**config.mk**
```make
export PLATFORM = sky130hd
export DESIGN_NAME = vlfrx_top
export DESIGN_NICKNAME = d
export VERILOG_FILES = /design/src/shared/vlfrx_pkg.sv /design/src/verilog/vlfrx_top.sv
export SDC_FILE = /design/constraint.sdc
export NUM_CORES = 1
export LEC_CHECK = 0
export BUFFER_PORTS_ARGS = -buffer_cell sky130_fd_sc_hd__buf_2
export CAP_MARGIN = 10
export CORE_MARGIN = 2
export CORE_UTILIZATION = 62
export DETAILED_ROUTE_END_ITERATION = 7
export GPL_TIMING_DRIVEN = 0
export PLACE_DENSITY = 0.79
export SYNTH_ARGS = -nofsm -noshare
export SYNTH_HDL_FRONTEND = slang
export SYNTH_HIERARCHICAL = 1
export SYNTH_SLANG_ARGS = --single-unit
```
**constraint.sdc**
```tcl
create_clock -name aclk -period 9.56 [get_ports aclk]
set_clock_uncertainty 0.2 [all_clocks]
set_input_delay 1.912 -clock aclk [delete_from_list [all_inputs] [get_ports aclk]]
set_output_delay 1.912 -clock aclk [all_outputs]
set_load 0.02 [all_outputs]
```
**src/shared/vlfrx_pkg.sv**
```systemverilog
// constants, carriers and register map of the variable-length field receiver
package vlfrx_pkg;
   // register address width, fifo depth, byte width and field count
   localparam int unsigned REG_AW = 6;
   localparam int unsigned FIFO_DEPTH = 32;
   localparam int unsigned BYTE_W = 8;
   localparam int unsigned NUM_FIELDS = 5;
   // byte offsets
   localparam logic [5:0] OFS_CTRL = 6'h00;
   localparam logic [5:0] OFS_FLEN_BASE = 6'h04;
   localparam logic [5:0] OFS_FLEN_STEP = 6'h04;
   localparam logic [5:0] OFS_STAT = 6'h18;
   localparam logic [5:0] OFS_DATA = 6'h1c;
   // decoded register slots
   localparam logic [2:0] SLOT_CTRL = 3'h0;
   localparam logic [2:0] SLOT_FLEN1 = 3'h1;
   localparam logic [2:0] SLOT_STAT = 3'h6;
   localparam logic [2:0] SLOT_DATA = 3'h7;
   // control word fields
   localparam int unsigned CTRL_LFLD_LSB = 0;
   localparam int unsigned CTRL_VFLD_LSB = 4;
   localparam int unsigned CTRL_TWO_BIT = 8;
   localparam int unsigned CTRL_MSBF_BIT = 9;
   localparam int unsigned CTRL_STRIP_BIT = 10;
   localparam int unsigned CTRL_LOFF_LSB = 16;
   // status word fields
   localparam int unsigned STAT_BUSY_BIT = 0;
   localparam int unsigned STAT_CERR_BIT = 1;
   localparam int unsigned STAT_CFGOK_BIT = 2;
   localparam int unsigned STAT_PKTS_LSB = 8;
   localparam int unsigned STAT_LVL_LSB = 16;
   // data word fields
   localparam int unsigned DATA_VALID_BIT = 8;
   // reset values
   localparam logic [2:0] RST_LEN_FLD = 3'h1;
   localparam logic [2:0] RST_VAR_FLD = 3'h2;
   localparam logic [15:0] RST_FLEN = 16'h0001;
   // bus answers
   localparam logic [1:0] RESP_OKAY = 2'h0;
   localparam logic [1:0] RESP_SLVERR = 2'h2;

   typedef enum logic [0:0] {ST_IDLE, ST_RUN} vlfrx_state_e;

   typedef struct packed {
      logic [2:0] len_fld;
      logic [2:0] var_fld;
      logic two;
      logic msbf;
      logic strip;
      logic [7:0] len_off;
   } vlfrx_cfg_s;

   typedef struct packed {
      logic first;
      logic [7:0] data;
   } vlfrx_rxb_s;

   typedef struct packed {
      vlfrx_cfg_s cfg;
      logic [NUM_FIELDS-1:0][15:0] flen;
      vlfrx_state_e st;
      logic [2:0] fld;
      logic [15:0] cnt;
      logic [15:0] vlen;
      logic [7:0] lenlo;
      logic len_seen;
      logic [7:0] pkts;
      logic cfg_err;
      logic bvalid;
      logic [1:0] bresp;
      logic rvalid;
      logic [31:0] rdata;
      logic [1:0] rresp;
   } vlfrx_top_s;
endpackage

```
**src/verilog/vlfrx_top.sv**
```systemverilog
// variable-length field packet receiver with byte fifo and axi4-lite registers
//
// Local design decisions: the address map and the AXI4-Lite register port.
`timescale 1ns/10ps

// byte fifo, flip-flop storage, power-of-two depth
module vlfrx_fifo #(
   parameter int unsigned WIDTH = 8,
   parameter int unsigned DEPTH = 32
) (
   // clock and reset
   input wire logic aclk,
   input wire logic aresetn,
   // filling side
   input wire logic [WIDTH-1:0] in_data,
   input wire logic in_valid,
   output logic in_ready,
   // draining side
   output logic [WIDTH-1:0] out_data,
   output logic out_valid,
   input wire logic out_ready,
   output logic [$clog2(DEPTH+1)-1:0] level
);
   localparam int unsigned PW = $clog2(DEPTH);
   localparam int unsigned CW = $clog2(DEPTH+1);

   typedef struct packed {
      logic [DEPTH-1:0][WIDTH-1:0] mem;
      logic [PW-1:0] wp;
      logic [PW-1:0] rp;
      logic [CW-1:0] cnt;
   } vlfrx_fifo_s;

   vlfrx_fifo_s s_ff;
   vlfrx_fifo_s nxt_s;
   logic wr;
   logic rd;

   // depth must be a power of two so the pointers wrap by themselves
   if (DEPTH < 2 || (DEPTH & (DEPTH - 1)) != 0) begin : g_bad_depth
      $error("fifo depth must be a power of two of at least 2");
   end

   // flags straight from the count
   assign in_ready = (s_ff.cnt != CW'(DEPTH));
   assign out_valid = (s_ff.cnt != '0);
   assign out_data = s_ff.mem[s_ff.rp];
   assign level = s_ff.cnt;

   // next state
   always_comb begin
      nxt_s = s_ff;
      wr = in_valid && in_ready;
      rd = out_valid && out_ready;
      if (wr) begin
         nxt_s.mem[s_ff.wp] = in_data;
         nxt_s.wp = s_ff.wp + PW'(1);
      end
      if (rd) begin
         nxt_s.rp = s_ff.rp + PW'(1);
      end
      if (wr && !rd) begin
         nxt_s.cnt = s_ff.cnt + CW'(1);
      end else if (rd && !wr) begin
         nxt_s.cnt = s_ff.cnt - CW'(1);
      end
   end

   // state register
   always_ff @(posedge aclk) begin
      if (!aresetn) begin
         s_ff <= '0;
      end else begin
         s_ff <= nxt_s;
      end
   end
endmodule

// Function
// - length field must precede the variable field in the packet.
// - length value is taken only from a configured field one to four.
// - variable field may only be field two, three, four or five.
// - the length-carrying field has a fixed configured size.
// - fixed fields may sit between the length field and variable field.
// - length value is one or two bytes wide by configuration.
// - two-byte length assembled least or most significant byte first.
// - length bytes either stored in the receive queue or stripped.
// - position of the length bytes is configured, never discovered.
// - otherwise reception runs field by field as configured fixed fields.
module vlfrx_top #(
   parameter int unsigned DEPTH = vlfrx_pkg::FIFO_DEPTH
) (
   // clock and reset
   input wire logic aclk,
   input wire logic aresetn,
   // axi4-lite write
   input wire logic [vlfrx_pkg::REG_AW-1:0] s_axi_awaddr,
   input wire logic [2:0] s_axi_awprot,
   input wire logic s_axi_awvalid,
   output logic s_axi_awready,
   input wire logic [31:0] s_axi_wdata,
   input wire logic [3:0] s_axi_wstrb,
   input wire logic s_axi_wvalid,
   output logic s_axi_wready,
   output logic [1:0] s_axi_bresp,
   output logic s_axi_bvalid,
   input wire logic s_axi_bready,
   // axi4-lite read
   input wire logic [vlfrx_pkg::REG_AW-1:0] s_axi_araddr,
   input wire logic [2:0] s_axi_arprot,
   input wire logic s_axi_arvalid,
   output logic s_axi_arready,
   output logic [31:0] s_axi_rdata,
   output logic [1:0] s_axi_rresp,
   output logic s_axi_rvalid,
   input wire logic s_axi_rready,
   // received byte stream after sync word
   input wire logic rx_valid,
   input wire vlfrx_pkg::vlfrx_rxb_s rx_byte,
   output logic rx_ready
);
   import vlfrx_pkg::*;

   localparam int unsigned LW = $clog2(DEPTH+1);

   if (DEPTH < 2 || LW > 16) begin : g_bad_depth
      $error("fifo depth out of range for the status word");
   end

   vlfrx_top_s s_ff;
   vlfrx_top_s nxt_s;
   logic [15:0] cur_len;
   logic [15:0] off16;
   logic is_len;
   logic keep;
   logic fdone;
   logic take;
   logic push;
   logic pop;
   logic good;
   logic wr_go;
   logic rd_go;
   logic [3:0] wdec;
   logic [3:0] rdec;
   logic f_in_ready;
   logic [7:0] f_data;
   logic f_valid;
   logic [LW-1:0] f_level;
   logic [31:0] fl_merge;

   // byte lanes merged under the write strobes
   function automatic logic [31:0] merge(input logic [31:0] o, input logic [31:0] d,
                                         input logic [3:0] st);
      merge = o;
      for (int i = 0; i < 4; i++) begin
         if (st[i]) begin
            merge[8*i +: 8] = d[8*i +: 8];
         end
      end
   endfunction

   // address to {hit, slot}
   function automatic logic [3:0] reg_dec(input logic [REG_AW-1:0] a);
      logic [REG_AW-1:0] w;
      w = {a[REG_AW-1:2], 2'b00};
      reg_dec = 4'h0;
      if (w == OFS_CTRL) begin
         reg_dec = {1'b1, SLOT_CTRL};
      end
      for (int i = 0; i < NUM_FIELDS; i++) begin
         if (w == OFS_FLEN_BASE + 6'(i) * OFS_FLEN_STEP) begin
            reg_dec = {1'b1, SLOT_FLEN1 + 3'(i)};
         end
      end
      if (w == OFS_STAT) begin
         reg_dec = {1'b1, SLOT_STAT};
      end
      if (w == OFS_DATA) begin
         reg_dec = {1'b1, SLOT_DATA};
      end
   endfunction

   // control word packing
   function automatic logic [31:0] ctrl_word(input vlfrx_cfg_s c);
      ctrl_word = 32'h0000_0000;
      ctrl_word[CTRL_LFLD_LSB +: 3] = c.len_fld;
      ctrl_word[CTRL_VFLD_LSB +: 3] = c.var_fld;
      ctrl_word[CTRL_TWO_BIT] = c.two;
      ctrl_word[CTRL_MSBF_BIT] = c.msbf;
      ctrl_word[CTRL_STRIP_BIT] = c.strip;
      ctrl_word[CTRL_LOFF_LSB +: 8] = c.len_off;
   endfunction

   function automatic vlfrx_cfg_s ctrl_cfg(input logic [31:0] w);
      ctrl_cfg.len_fld = w[CTRL_LFLD_LSB +: 3];
      ctrl_cfg.var_fld = w[CTRL_VFLD_LSB +: 3];
      ctrl_cfg.two = w[CTRL_TWO_BIT];
      ctrl_cfg.msbf = w[CTRL_MSBF_BIT];
      ctrl_cfg.strip = w[CTRL_STRIP_BIT];
      ctrl_cfg.len_off = w[CTRL_LOFF_LSB +: 8];
   endfunction

   // layout check: length field 1..4, variable 2..5 and later, bytes fit
   function automatic logic cfg_ok(input vlfrx_cfg_s c, input logic [4:0][15:0] fl);
      logic [15:0] need;
      need = {8'h00, c.len_off} + (c.two ? 16'h0002 : 16'h0001);
      cfg_ok = (c.len_fld >= 3'h1) && (c.len_fld <= 3'h4) &&
               (c.var_fld >= 3'h2) && (c.var_fld <= 3'h5) &&
               (c.var_fld > c.len_fld) &&
               (fl[c.len_fld - 3'h1] >= need);
   endfunction

   // size of a field: configured, or the decoded length for the variable one
   function automatic logic [15:0] fld_len(input logic [2:0] f, input vlfrx_cfg_s c,
                                           input logic [4:0][15:0] fl, input logic [15:0] v);
      if (f == c.var_fld) begin
         fld_len = v;
      end else if (f >= 3'h1 && f <= 3'h5) begin
         fld_len = fl[f - 3'h1];
      end else begin
         fld_len = 16'h0000;
      end
   endfunction

   // queue between parser and the data register
   vlfrx_fifo #(
      .WIDTH(BYTE_W),
      .DEPTH(DEPTH)
   ) u_fifo (
      .aclk(aclk),
      .aresetn(aresetn),
      .in_data(rx_byte.data),
      .in_valid(push),
      .in_ready(f_in_ready),
      .out_data(f_data),
      .out_valid(f_valid),
      .out_ready(pop),
      .level(f_level)
   );

   // bus handshakes, one write and one read in flight
   assign wr_go = s_axi_awvalid && s_axi_wvalid && !s_ff.bvalid;
   assign rd_go = s_axi_arvalid && !s_ff.rvalid;
   assign s_axi_awready = wr_go;
   assign s_axi_wready = wr_go;
   assign s_axi_arready = !s_ff.rvalid;
   assign s_axi_bvalid = s_ff.bvalid;
   assign s_axi_bresp = s_ff.bresp;
   assign s_axi_rvalid = s_ff.rvalid;
   assign s_axi_rdata = s_ff.rdata;
   assign s_axi_rresp = s_ff.rresp;
   assign wdec = reg_dec(s_axi_awaddr);
   assign rdec = reg_dec(s_axi_araddr);
   assign pop = rd_go && (rdec == {1'b1, SLOT_DATA}) && f_valid;

   // parser decode of the current byte
   assign good = cfg_ok(s_ff.cfg, s_ff.flen);
   assign off16 = {8'h00, s_ff.cfg.len_off};
   assign cur_len = fld_len(s_ff.fld, s_ff.cfg, s_ff.flen, s_ff.vlen);
   assign is_len = (s_ff.st == ST_RUN) && (s_ff.fld == s_ff.cfg.len_fld) &&
                   ((s_ff.cnt == off16) || (s_ff.cfg.two && s_ff.cnt == off16 + 16'h0001));
   assign keep = !(s_ff.cfg.strip && is_len);
   assign fdone = (s_ff.st == ST_RUN) && (s_ff.cnt >= cur_len);

   // next state: bus first so hardware flag sets win over clears
   always_comb begin
      nxt_s = s_ff;
      rx_ready = 1'b0;
      take = 1'b0;
      push = 1'b0;
      fl_merge = 32'h0000_0000;
      if (s_ff.bvalid && s_axi_bready) begin
         nxt_s.bvalid = 1'b0;
      end
      if (s_ff.rvalid && s_axi_rready) begin
         nxt_s.rvalid = 1'b0;
      end
      if (wr_go) begin
         nxt_s.bvalid = 1'b1;
         nxt_s.bresp = wdec[3] ? RESP_OKAY : RESP_SLVERR;
         if (wdec == {1'b1, SLOT_CTRL}) begin
            nxt_s.cfg = ctrl_cfg(merge(ctrl_word(s_ff.cfg), s_axi_wdata, s_axi_wstrb));
         end else if (wdec[3] && wdec[2:0] >= SLOT_FLEN1 && wdec[2:0] < SLOT_STAT) begin
            fl_merge = merge({16'h0000, s_ff.flen[wdec[2:0] - SLOT_FLEN1]}, s_axi_wdata,
                             s_axi_wstrb);
            nxt_s.flen[wdec[2:0] - SLOT_FLEN1] = fl_merge[15:0]; // upper half reads as zero
         end else if (wdec == {1'b1, SLOT_STAT} && s_axi_wstrb[0] &&
                      s_axi_wdata[STAT_CERR_BIT]) begin
            nxt_s.cfg_err = 1'b0;
         end
      end
      if (rd_go) begin
         nxt_s.rvalid = 1'b1;
         nxt_s.rresp = rdec[3] ? RESP_OKAY : RESP_SLVERR;
         nxt_s.rdata = 32'h0000_0000;
         if (rdec == {1'b1, SLOT_CTRL}) begin
            nxt_s.rdata = ctrl_word(s_ff.cfg);
         end else if (rdec[3] && rdec[2:0] >= SLOT_FLEN1 && rdec[2:0] < SLOT_STAT) begin
            nxt_s.rdata = {16'h0000, s_ff.flen[rdec[2:0] - SLOT_FLEN1]};
         end else if (rdec == {1'b1, SLOT_STAT}) begin
            nxt_s.rdata[STAT_BUSY_BIT] = (s_ff.st == ST_RUN);
            nxt_s.rdata[STAT_CERR_BIT] = s_ff.cfg_err;
            nxt_s.rdata[STAT_CFGOK_BIT] = good;
            nxt_s.rdata[STAT_PKTS_LSB +: 8] = s_ff.pkts;
            nxt_s.rdata[STAT_LVL_LSB +: LW] = f_level;
         end else if (rdec == {1'b1, SLOT_DATA}) begin
            nxt_s.rdata[DATA_VALID_BIT] = f_valid;
            nxt_s.rdata[7:0] = f_valid ? f_data : 8'h00;
         end
      end
      // field walker
      case (s_ff.st)
         ST_IDLE: begin
            // a first byte with a good layout waits here; strays are dropped
            rx_ready = rx_valid && !(rx_byte.first && good);
            if (rx_valid && rx_byte.first) begin
               if (good) begin
                  nxt_s.st = ST_RUN;
                  nxt_s.fld = 3'h1;
                  nxt_s.cnt = 16'h0000;
                  nxt_s.vlen = 16'h0000;
                  nxt_s.len_seen = 1'b0;
               end else begin
                  nxt_s.cfg_err = 1'b1;
               end
            end
         end
         ST_RUN: begin
            if (fdone) begin
               if (s_ff.fld == 3'h5) begin
                  nxt_s.st = ST_IDLE;
                  nxt_s.pkts = s_ff.pkts + 8'h01;
               end else begin
                  nxt_s.fld = s_ff.fld + 3'h1;
                  nxt_s.cnt = 16'h0000;
               end
            end else begin
               rx_ready = !keep || f_in_ready;
               take = rx_valid && rx_ready;
               push = take && keep;
               if (take) begin
                  nxt_s.cnt = s_ff.cnt + 16'h0001;
                  if (is_len) begin
                     if (!s_ff.cfg.two) begin
                        nxt_s.vlen = {8'h00, rx_byte.data};
                        nxt_s.len_seen = 1'b1;
                     end else if (s_ff.cnt == off16) begin
                        nxt_s.lenlo = rx_byte.data;
                     end else begin
                        nxt_s.vlen = s_ff.cfg.msbf ? {s_ff.lenlo, rx_byte.data}
                                                   : {rx_byte.data, s_ff.lenlo};
                        nxt_s.len_seen = 1'b1;
                     end
                  end
               end
            end
         end
         default: begin
            nxt_s.st = ST_IDLE;
         end
      endcase
   end

   // state register
   always_ff @(posedge aclk) begin
      if (!aresetn) begin
         s_ff <= '0;
         s_ff.cfg.len_fld <= RST_LEN_FLD;
         s_ff.cfg.var_fld <= RST_VAR_FLD;
         s_ff.flen <= {NUM_FIELDS{RST_FLEN}};
      end else begin
         s_ff <= nxt_s;
      end
   end
endmodule

```
==> flow_results.org, run 1 <==
** Timing
- Worst-Margin Slew :: roughly 1.4 ns
- Slew HR :: 0.0260
- RSZ-0062 raised after global routing :: no
- The number of hold violations in the final report is 0.
- Counting I/O delays and the setup requirement, the final critical path takes roughly 9 ns.
- Share of the clock period used by the worst path :: 0.922
- For the final routed database, the setup TNS stands at 0 ns.
- Maximum clock frequency :: approximately 0.11 GHz
- Number of pins exceeding their max-slew limit in the final report :: 0
- Endpoints failing setup :: 0

** Routing
- Final ANT Viol Nets :: 0
- Detailed-route wire length per cell :: around 25 microns
- Number of design-rule violations left by the first detailed-router iteration :: 2573
- Total iterations of the first detailed-routing run :: 6
- The routed design has roughly 82000 microns of wire.
- After detailed routing, the number of remaining DRC violations is 0.
- Post-DR vias/cell :: 6.64
- Via count :: roughly 22000

** Yosys
- Cell type contributing the most total cell area after synthesis :: dfxtp_1
- Register area share after synthesis :: 0.371
- Share of synthesized registers carrying an async set or reset :: 0
- Top_reg_cell synth :: dfxtp_1
- Count of different cell masters after synthesis :: 75
- Sorting the synthesized cells by area gives the leading types as dfxtp_1 37%, mux2i_1 15%, mux4_2 6.8%, nand2_1 6.7%, a21oi_1 3.2%.
- Post-Synthesis Cells :: about 2600
- The Yosys step of the flow raised 6 warnings.
- Number of storage elements in the synthesis netlist :: 450
- Area fraction of the dominant cell type after synthesis :: 0.371
- Cell area after synthesis :: between 20000 and 25000 sq um
- A synthesized cell averages 9.23 sq um.
- Post-synth EDFFs :: 0

** Clocking
- The later pin in the worst-skew pair is clocked with a latency of 0.63 ns.
- Counting along the longest clock path gives a buffer depth of 3.
- Count of hold buffers inserted by post-cts repair :: 0
- Clock-pin slew was measured on the worst setup and hold paths at around 0.07 ns.
- The tree built by TritonCTS fans out to 450 sinks.
- Resized Gates After CTS :: 0
- Counting the buffers created by CTS gives 48.
- Root buffer selected by CTS :: clkbuf_16
- CTS tree :: built
- In this run the post-CTS setup repair buffer count came out at 0.
- CTS built an H-tree with a depth of 2.

** Layout
- Register Area :: 9010 sq um
- The layout has roughly 3000 filler cells.
- Relative to the synthesized area, the layout overhead comes to 11.4%.
- NumNets Final :: 2901
- Summing all multi-input logic gate instances after layout gives around 14000 sq um.
- 0 antenna diodes ended up in the layout.
- Number of standard cells in the final layout excluding fillers :: 3327
- Fraction of final layout cells with drive strength greater than 1 :: 0.134

** Global route
- The number of antenna violations at the first check in global routing was 0.
- First-pass GRT wire length :: 126000 microns
- Number of global-route vias before repair :: around 22000
- For met3 alone, demand over resource in global routing was 0.0677.
- Maximum number of pins on one net before global-route repair :: 15
- In the global route stage, overall resource usage came out at 0.397.
- GRT overflow :: 0
- For met1 alone, demand over resource in global routing was 0.491.
- Met2 usage in global routing :: 0.642
- Layer with the highest usage after global routing :: met2

** Floorplan
- 113 I/O pins were placed.
- From bottom edge to top edge, the die measures 202 microns.
- Area of the die :: 40700 sq um
- The floorplan step set the die width to slightly above 200 microns.
- Core Box Area :: a little under 40000 sq um
- Row count :: between 70 and 80
- Initial core utilization :: 0.628

** Placed design
- At the end of routability-driven placement, the weighted congestion stood at 1.03.
- Buffers placed on the I/O ports in this run total 83.
- The HPWL after detailed placement is 59500 microns.
- Number of instances in the placed design :: approximately 3200

** Worst setup path
- In this run the worst setup path begins at s_ff[88].
- Crit start category :: register
- Worst R2R Start :: s_ff[88]
- Data on the critical path arrives at its endpoint at around 6.7 ns.
- CP Capture Type :: output port
- In this run the worst path has a maximum fanout of 10.
- The setup check on the worst reg-to-reg path leaves a slack of 1.03 ns.
- Logic depth of the worst register-to-register path :: 25
- Setup Crit Path Kind :: reg2out
- In this run the critical register-to-register path is captured at u_fifo/level[5].
- Data required time of the critical path :: ~7.5 ns
- The critical path ends at rx_ready.

** Power
- Leakage power total :: 9.34 nW
- Power spread over the standard cell area amounts to around 160 nW/um^2.
- VDD sags by at most 0.158 mV.

** Status
- The flow ran to the end, and the final reports show no timing, DRC or antenna violations.

** Flow run
- Number of violations of the max-capacitance limit :: 0

** Hold path
- In this run the worst hold path is classified as reg2reg.
## worst max-delay path, cell delays in order (launching register included)
cell	delay (ns)
dfxtp_1	0.48
clkbuf_2	0.43
clkbuf_1	0.40
clkinv_1	0.43
ha_1	0.45
clkbuf_1	0.52
clkbuf_1	0.46
a21oi_1	0.15
o22ai_1	0.23
a32oi_1	0.20
ha_1	0.34
and2_1	0.17
a221oi_1	0.39
nor4b_1	0.41
o21ai_1	0.34
nand2_1	0.18
nand3_1	0.10
o21ai_0	0.16
buf_2	0.23
## power breakdown
group / total [mW] / internal [mW] / switching [mW]
combinational: 0.405 / 0.117 / 0.288
sequential: 1.90 / 1.89 / 0.0140
clock: 1.96 / 1.15 / 0.811
## kinds of logic after synthesis
family | Yosys count | share of synthesized area
fa+ha+maj | 58 | 0.0305
flops | 450 | 0.371
xor+xnor | 43 | 0.0155
other cells | 1 | 0.000154
simple gates | 836 | 0.161
mux | 461 | 0.229
compound gates | 487 | 0.139
buf+inv | 294 | 0.0539
## per-layer routing
metal,routed length (microns),vias to the layer above
li1,-,9781
met1,30600,10600
met2,37700,1379
met3,7540,377
met4,6350,0
met5,0,-
## cell usage in the layout, fill, tap and decap left out, types with 30 or more instances in the layout
cell       synthesis  routed
o21ai_0           65      65
nand3_1           43      43
clkbuf_16          0      48
buf_2             16      99
nor2_1            89      89
ha_1              56      56
o211ai_1          30      30
nor2_2            32      32
a22oi_1           30      30
clkbuf_1         166     174
inv_1             47      47
dfxtp_1          450     450
a21oi_1          156     156
mux4_2            73      73
nand2_1          434     434
buf_4             49      49
or3_1             83      83
mux2i_1          372     372
## synthesized netlist by cell type, types with 28 or more instances
library cell  number
or3_1             83
ha_1              56
mux4_2            73
nand3_1           43
clkbuf_1         166
nor2_1            89
nor2_2            32
buf_4             49
o21ai_0           65
dfxtp_1          450
o211ai_1          30
a22oi_1           30
xnor2_1           28
nand2_1          434
mux2i_1          372
a21oi_1          156
inv_1             47
## how the worst min path moves through the flow
stage,start,cells past startpoint,endpoint,slack [ns]
finish,u_fifo/s_ff[71],2,u_fifo/s_ff[71],0.25
global route,u_fifo/s_ff[25],2,u_fifo/s_ff[25],0.27
CTS,s_axi_rdata[6],2,s_axi_rdata[6],0.26
detailed placement,u_fifo/s_ff[71],2,u_fifo/s_ff[71],0.25
global placement,u_fifo/s_ff[17],2,u_fifo/s_ff[17],0.24
floorplan,u_fifo/s_ff[100],2,u_fifo/s_ff[100],0.23
## layout make-up
type                    instances  area share
multi-input cells            1895       0.518
flip-flops and latches        450       0.333
clock buffers                  63      0.0491
plain buffers                 243      0.0413
well taps                     518      0.0240
repair buffers                 83      0.0154
clock inverters                24      0.0121
inverters                      51     0.00708
## flip-flops by register name (all words and copies together) (netlist names)
register      cells
off16             8
s_axi_bresp       1
s_axi_bvalid      1
s_axi_rdata      24
s_axi_rresp       1
s_axi_rvalid      1
s_ff            142
u_fifo/level      6
u_fifo/s_ff     266
## stage by stage
stage	worst slack (ns)	hold slack [ns]	cell area [sq um]	power, mW	util
detailed placement	0.476	0.247	25400	2.33	0.656
CTS	0.463	0.256	27000	4.26	0.699
floorplan	2.42	0.232	24300	2.19	-
finish	0.746	0.254	27000	4.26	0.699
global route	0.255	0.272	27000	4.38	0.699
global placement	0.650	0.238	25400	2.32	0.656
No activity file was read; power rests on OpenSTA's default activity.
==> run 2: changes to the inputs <==
Settings changed: CORE_UTILIZATION 62 to 64, CTS_BUF_LIST from default to sky130_fd_sc_hd__clkbuf_2, PLACE_DENSITY 0.79 to 0.82.
==> flow_results.org, run 2 (same netlist as run 1, synthesis figures left out) <==
** Worst setup path
- Worst-path cell chain :: clkbuf_2 > clkbuf_1 > clkinv_1 > ha_1 > clkbuf_1 > mux4_2 > a22o_1 > a22oi_1 > ha_1 > a21o_1 > a221oi_1 > nor4b_1 > o21ai_1 > nand2_1 > nand3_1 > o21ai_0 > buf_2
- Among cell families on the critical path, the largest total delay comes from buffers and inverters.
- Data arrival time of the critical path :: 6.98 ns (+0.28 ns)
- STA classifies the critical path startpoint as a register.
- The setup path with the least slack is of type reg2out.
- For this design, the slowest cell found on the critical path is clkbuf_1.
- STA classifies the critical path endpoint as an output port.
- The delay contributed by the slowest stage of the critical path was 0.63 ns (+0.11 ns).
- Maximum net fanout on the critical path :: 10 (unchanged)
- The number of buffer and inverter stages on the critical path is 5 (-1).
- Data required time of the critical path :: 7.45 ns (about the same)

** Power
- Pwr dens :: 136 nW/um^2 (-14%)
- Net switching power figure :: 1.11 mW (-0.36%)
- Leakage power total :: 9.28 nW (-0.63%)
- Sequential share of power :: 0.532 (+0.086)
- The power consumption came to 3.57 mW (-16%).
- Internal power :: 2.46 mW (-22%)
- The share of total power in combinational logic is 0.115 (+0.020).
- The share of total power in the clock network is 0.353 (-0.106).
- The net switching fraction of the power is 0.311 (+0.0496).
- The worst-case vdd ir drop was 0.120 mV (-24%).

** Routing
- The detail-routed via count per cell came to 6.59 (-0.74%).
- Final ANT Viol Nets :: 0 (unchanged)
- The total vias in the final route was 22600 (+2.2%).
- Total iterations of the first detailed-routing run :: 6 (unchanged)
- The DRC marker count from the first detailed-route iteration was 2546 (-1.0%).
- Number of DRC violations after detailed routing :: 0 (unchanged)
- Wire length reported by the detailed router :: 82700 microns (+0.62%)
- The detail-routed net length per standard cell was 24.1 microns (-2.3%).

** Floorplan
- The area of the die is 39500 sq um (-3.1%).
- The placeable core region is 37500 sq um (-3.0%).
- Initial core utilization :: 0.647 (+0.0194)
- Die Span X :: 199 microns (-1.5%)
- Row count :: 71 (-1.4%)
- Overall die height :: 199 microns (-1.5%)
- The I/O pin count is 113 (unchanged).

** Global route
- Met1 track demand over resource in global routing :: 0.507 (+0.0158)
- Met2 usage in global routing :: 0.663 (+0.0211)
- GRT overflow :: 0 (unchanged)
- The maximum number of pins on one net before global-route repair is 17 (+2).
- First-pass GRT wire length :: 126000 microns (+0.14%)
- Layer with the highest usage after global routing :: met2
- The combined global-route utilization of all metal layers was 0.420 (+0.0227).
- The number of antenna violations at the first check in global routing is 2 (+2).
- Met3 usage in global routing :: 0.0912 (+0.0235)
- Number of global-route vias before repair :: 22000 (+1.4%)

** Clocking
- Clock buffer count from CTS :: 111 (+130%)
- The clock input transition at the sequential cells of the worst setup and hold paths was 0.09 ns (+0.02 ns).
- Count of hold buffers inserted by post-cts repair :: 0 (unchanged)
- The maximum level of the CTS H-tree is 3 (+1).
- The CTS sink count came to 450 (unchanged).
- Root buffer selected by CTS :: clkbuf_2
- CTS tree :: built
- Worst-Skew Late Latency :: 1.12 ns (+0.49 ns)
- The maximum root-to-sink buffer count is 3 (unchanged).
- Setup repair bufs after CTS :: 0 (unchanged)

** Hold path
- In this run the worst hold path is classified as reg2reg.

** Layout
- The number of flip-flops under the largest register name came to 266 (unchanged).
- More flip-flops sit in one register than any other, and that register is u_fifo/s_ff.
- The share of cells above drive strength 1 came to 0.161 (+0.0271).
- Most frequent standard cell in the layout excluding fill and tap cells :: dfxtp_1
- The number of fill cells in the layout came to 3031 (+0.80%).
- From synthesis to final layout, the design area changed by 8.41%.
- The final standard cell count with taps included and fillers excluded was 3426 (+3.0%).
- Leading cell types in the layout, fill and taps excluded :: 450 x dfxtp_1, 434 x nand2_1, 372 x mux2i_1
- NumNets Final :: 2966 (+2.2%)

** Timing
- Maximum clock frequency :: 0.110 GHz (-3.1%)
- Clock period minus worst slack :: 9.09 ns (+0.278 ns)
- Share of the clock period used by the worst path :: 0.951 (+0.0290)
- Number of pins exceeding their max-slew limit in the final report :: 0 (unchanged)
- Worst hold margin :: 0.262 ns (+0.00802 ns)
- The worst max-slew margin expressed relative to the limit is 0.176 (+0.150).
- RSZ-0062 raised after global routing :: no
- Fin Setup TNS :: 0 ns (unchanged)
- Post-route setup slack :: 0.468 ns (-0.278 ns)
- The count of endpoints failing setup in the final report came to 0 (unchanged).
- The slew at the pin closest to its max-slew limit was 1.22 ns (-0.223 ns).
- Final hold viol count :: 0 (unchanged)

** Placed design
- IO buf count :: 83 (unchanged)
- The detailed-placement wirelength estimate was 60000 microns (+0.77%).
- The pre-CTS setup slack came to 0.443 ns (-0.0321 ns).
- Number of instances in the placed design :: 3233 (-0.22%)
- The global placement routability congestion is 1.02 (-0.28%).

** Status
- The run finished with clean final reports.

** Flow run
- The max-cap violation count is 0 (unchanged).
## run 2: cell count changes in the layout (fill, tap and decap cells not counted), moves of 2 or more
cell and change:
bufinv_16 -6, clkbuf_8 -7, clkinvlp_4 -3, clkinv_2 -10, clkinv_1 +19, diode_2 +2, inv_2 +2, clkbuf_2 +167
clkbuf_16 -48, clkbuf_1 -9
## run 2: worst min-delay path, delay by kind of cell, from the launching register on
| family | cells | cell delay (ns) |
|---|---|---|
| and+or+nand+nor | 1 | 0.05 |
| muxes | 1 | 0.05 |
| DFF | 1 | 0.32 |
## run 2: final timing paths
check	start	end	slack, ns	cells after the start
hold / removal	u_fifo/s_ff[200]	u_fifo/s_ff[200]	0.26	2
setup / recovery	s_ff[88]	rx_ready	0.47	17
setup reg to reg	s_ff[88]	u_fifo/level[5]	1.51	24
hold reg to reg	u_fifo/s_ff[200]	u_fifo/s_ff[200]	0.26	2
## run 2: power by group through the flow
| stage | logic (mW) | registers, mW | clock network, mW |
|---|---|---|---|
| floorplan | 0.257 | 1.94 | 0 |
| global placement | 0.386 | 1.94 | 0 |
| detailed placement | 0.394 | 1.94 | 0 |
| CTS | 0.396 | 1.90 | 1.27 |
| global route | 0.433 | 1.90 | 1.36 |
| finish | 0.411 | 1.90 | 1.26 |
## run 2: timing repair
item	CTS	global route
hold endpoints to repair	0	0
gates resized for setup	0	4
setup endpoints to repair	0	1
## run 2: stage by stage
stage / util / area (sq um)
2_1_floorplan: - / 24300
3_3_place_gp: 0.677 / 25400
3_5_place_dp: 0.677 / 25400
4_1_cts: 0.701 / 26300
5_1_grt: 0.702 / 26300
6_report: 0.702 / 26300
## run 2: area by class of cell
class	count	area, sq um	area share
multi-input combinational	1895	14000	0.532
inverter	51	191	0.00727
tap	511	639	0.0243
clock buffer	165	826	0.0314
sequential	450	9010	0.342
antenna	2	5.00	0.000190
timing repair buffer	85	428	0.0163
clock inverter	24	108	0.00409
buffer	243	1120	0.0425
## run 2: per-layer routing
layer  vias up  share of wire
li1       9981              -
met1     10800           0.37
met2      1450           0.45
met3       398           0.10
met4         0          0.080
met5         -              0
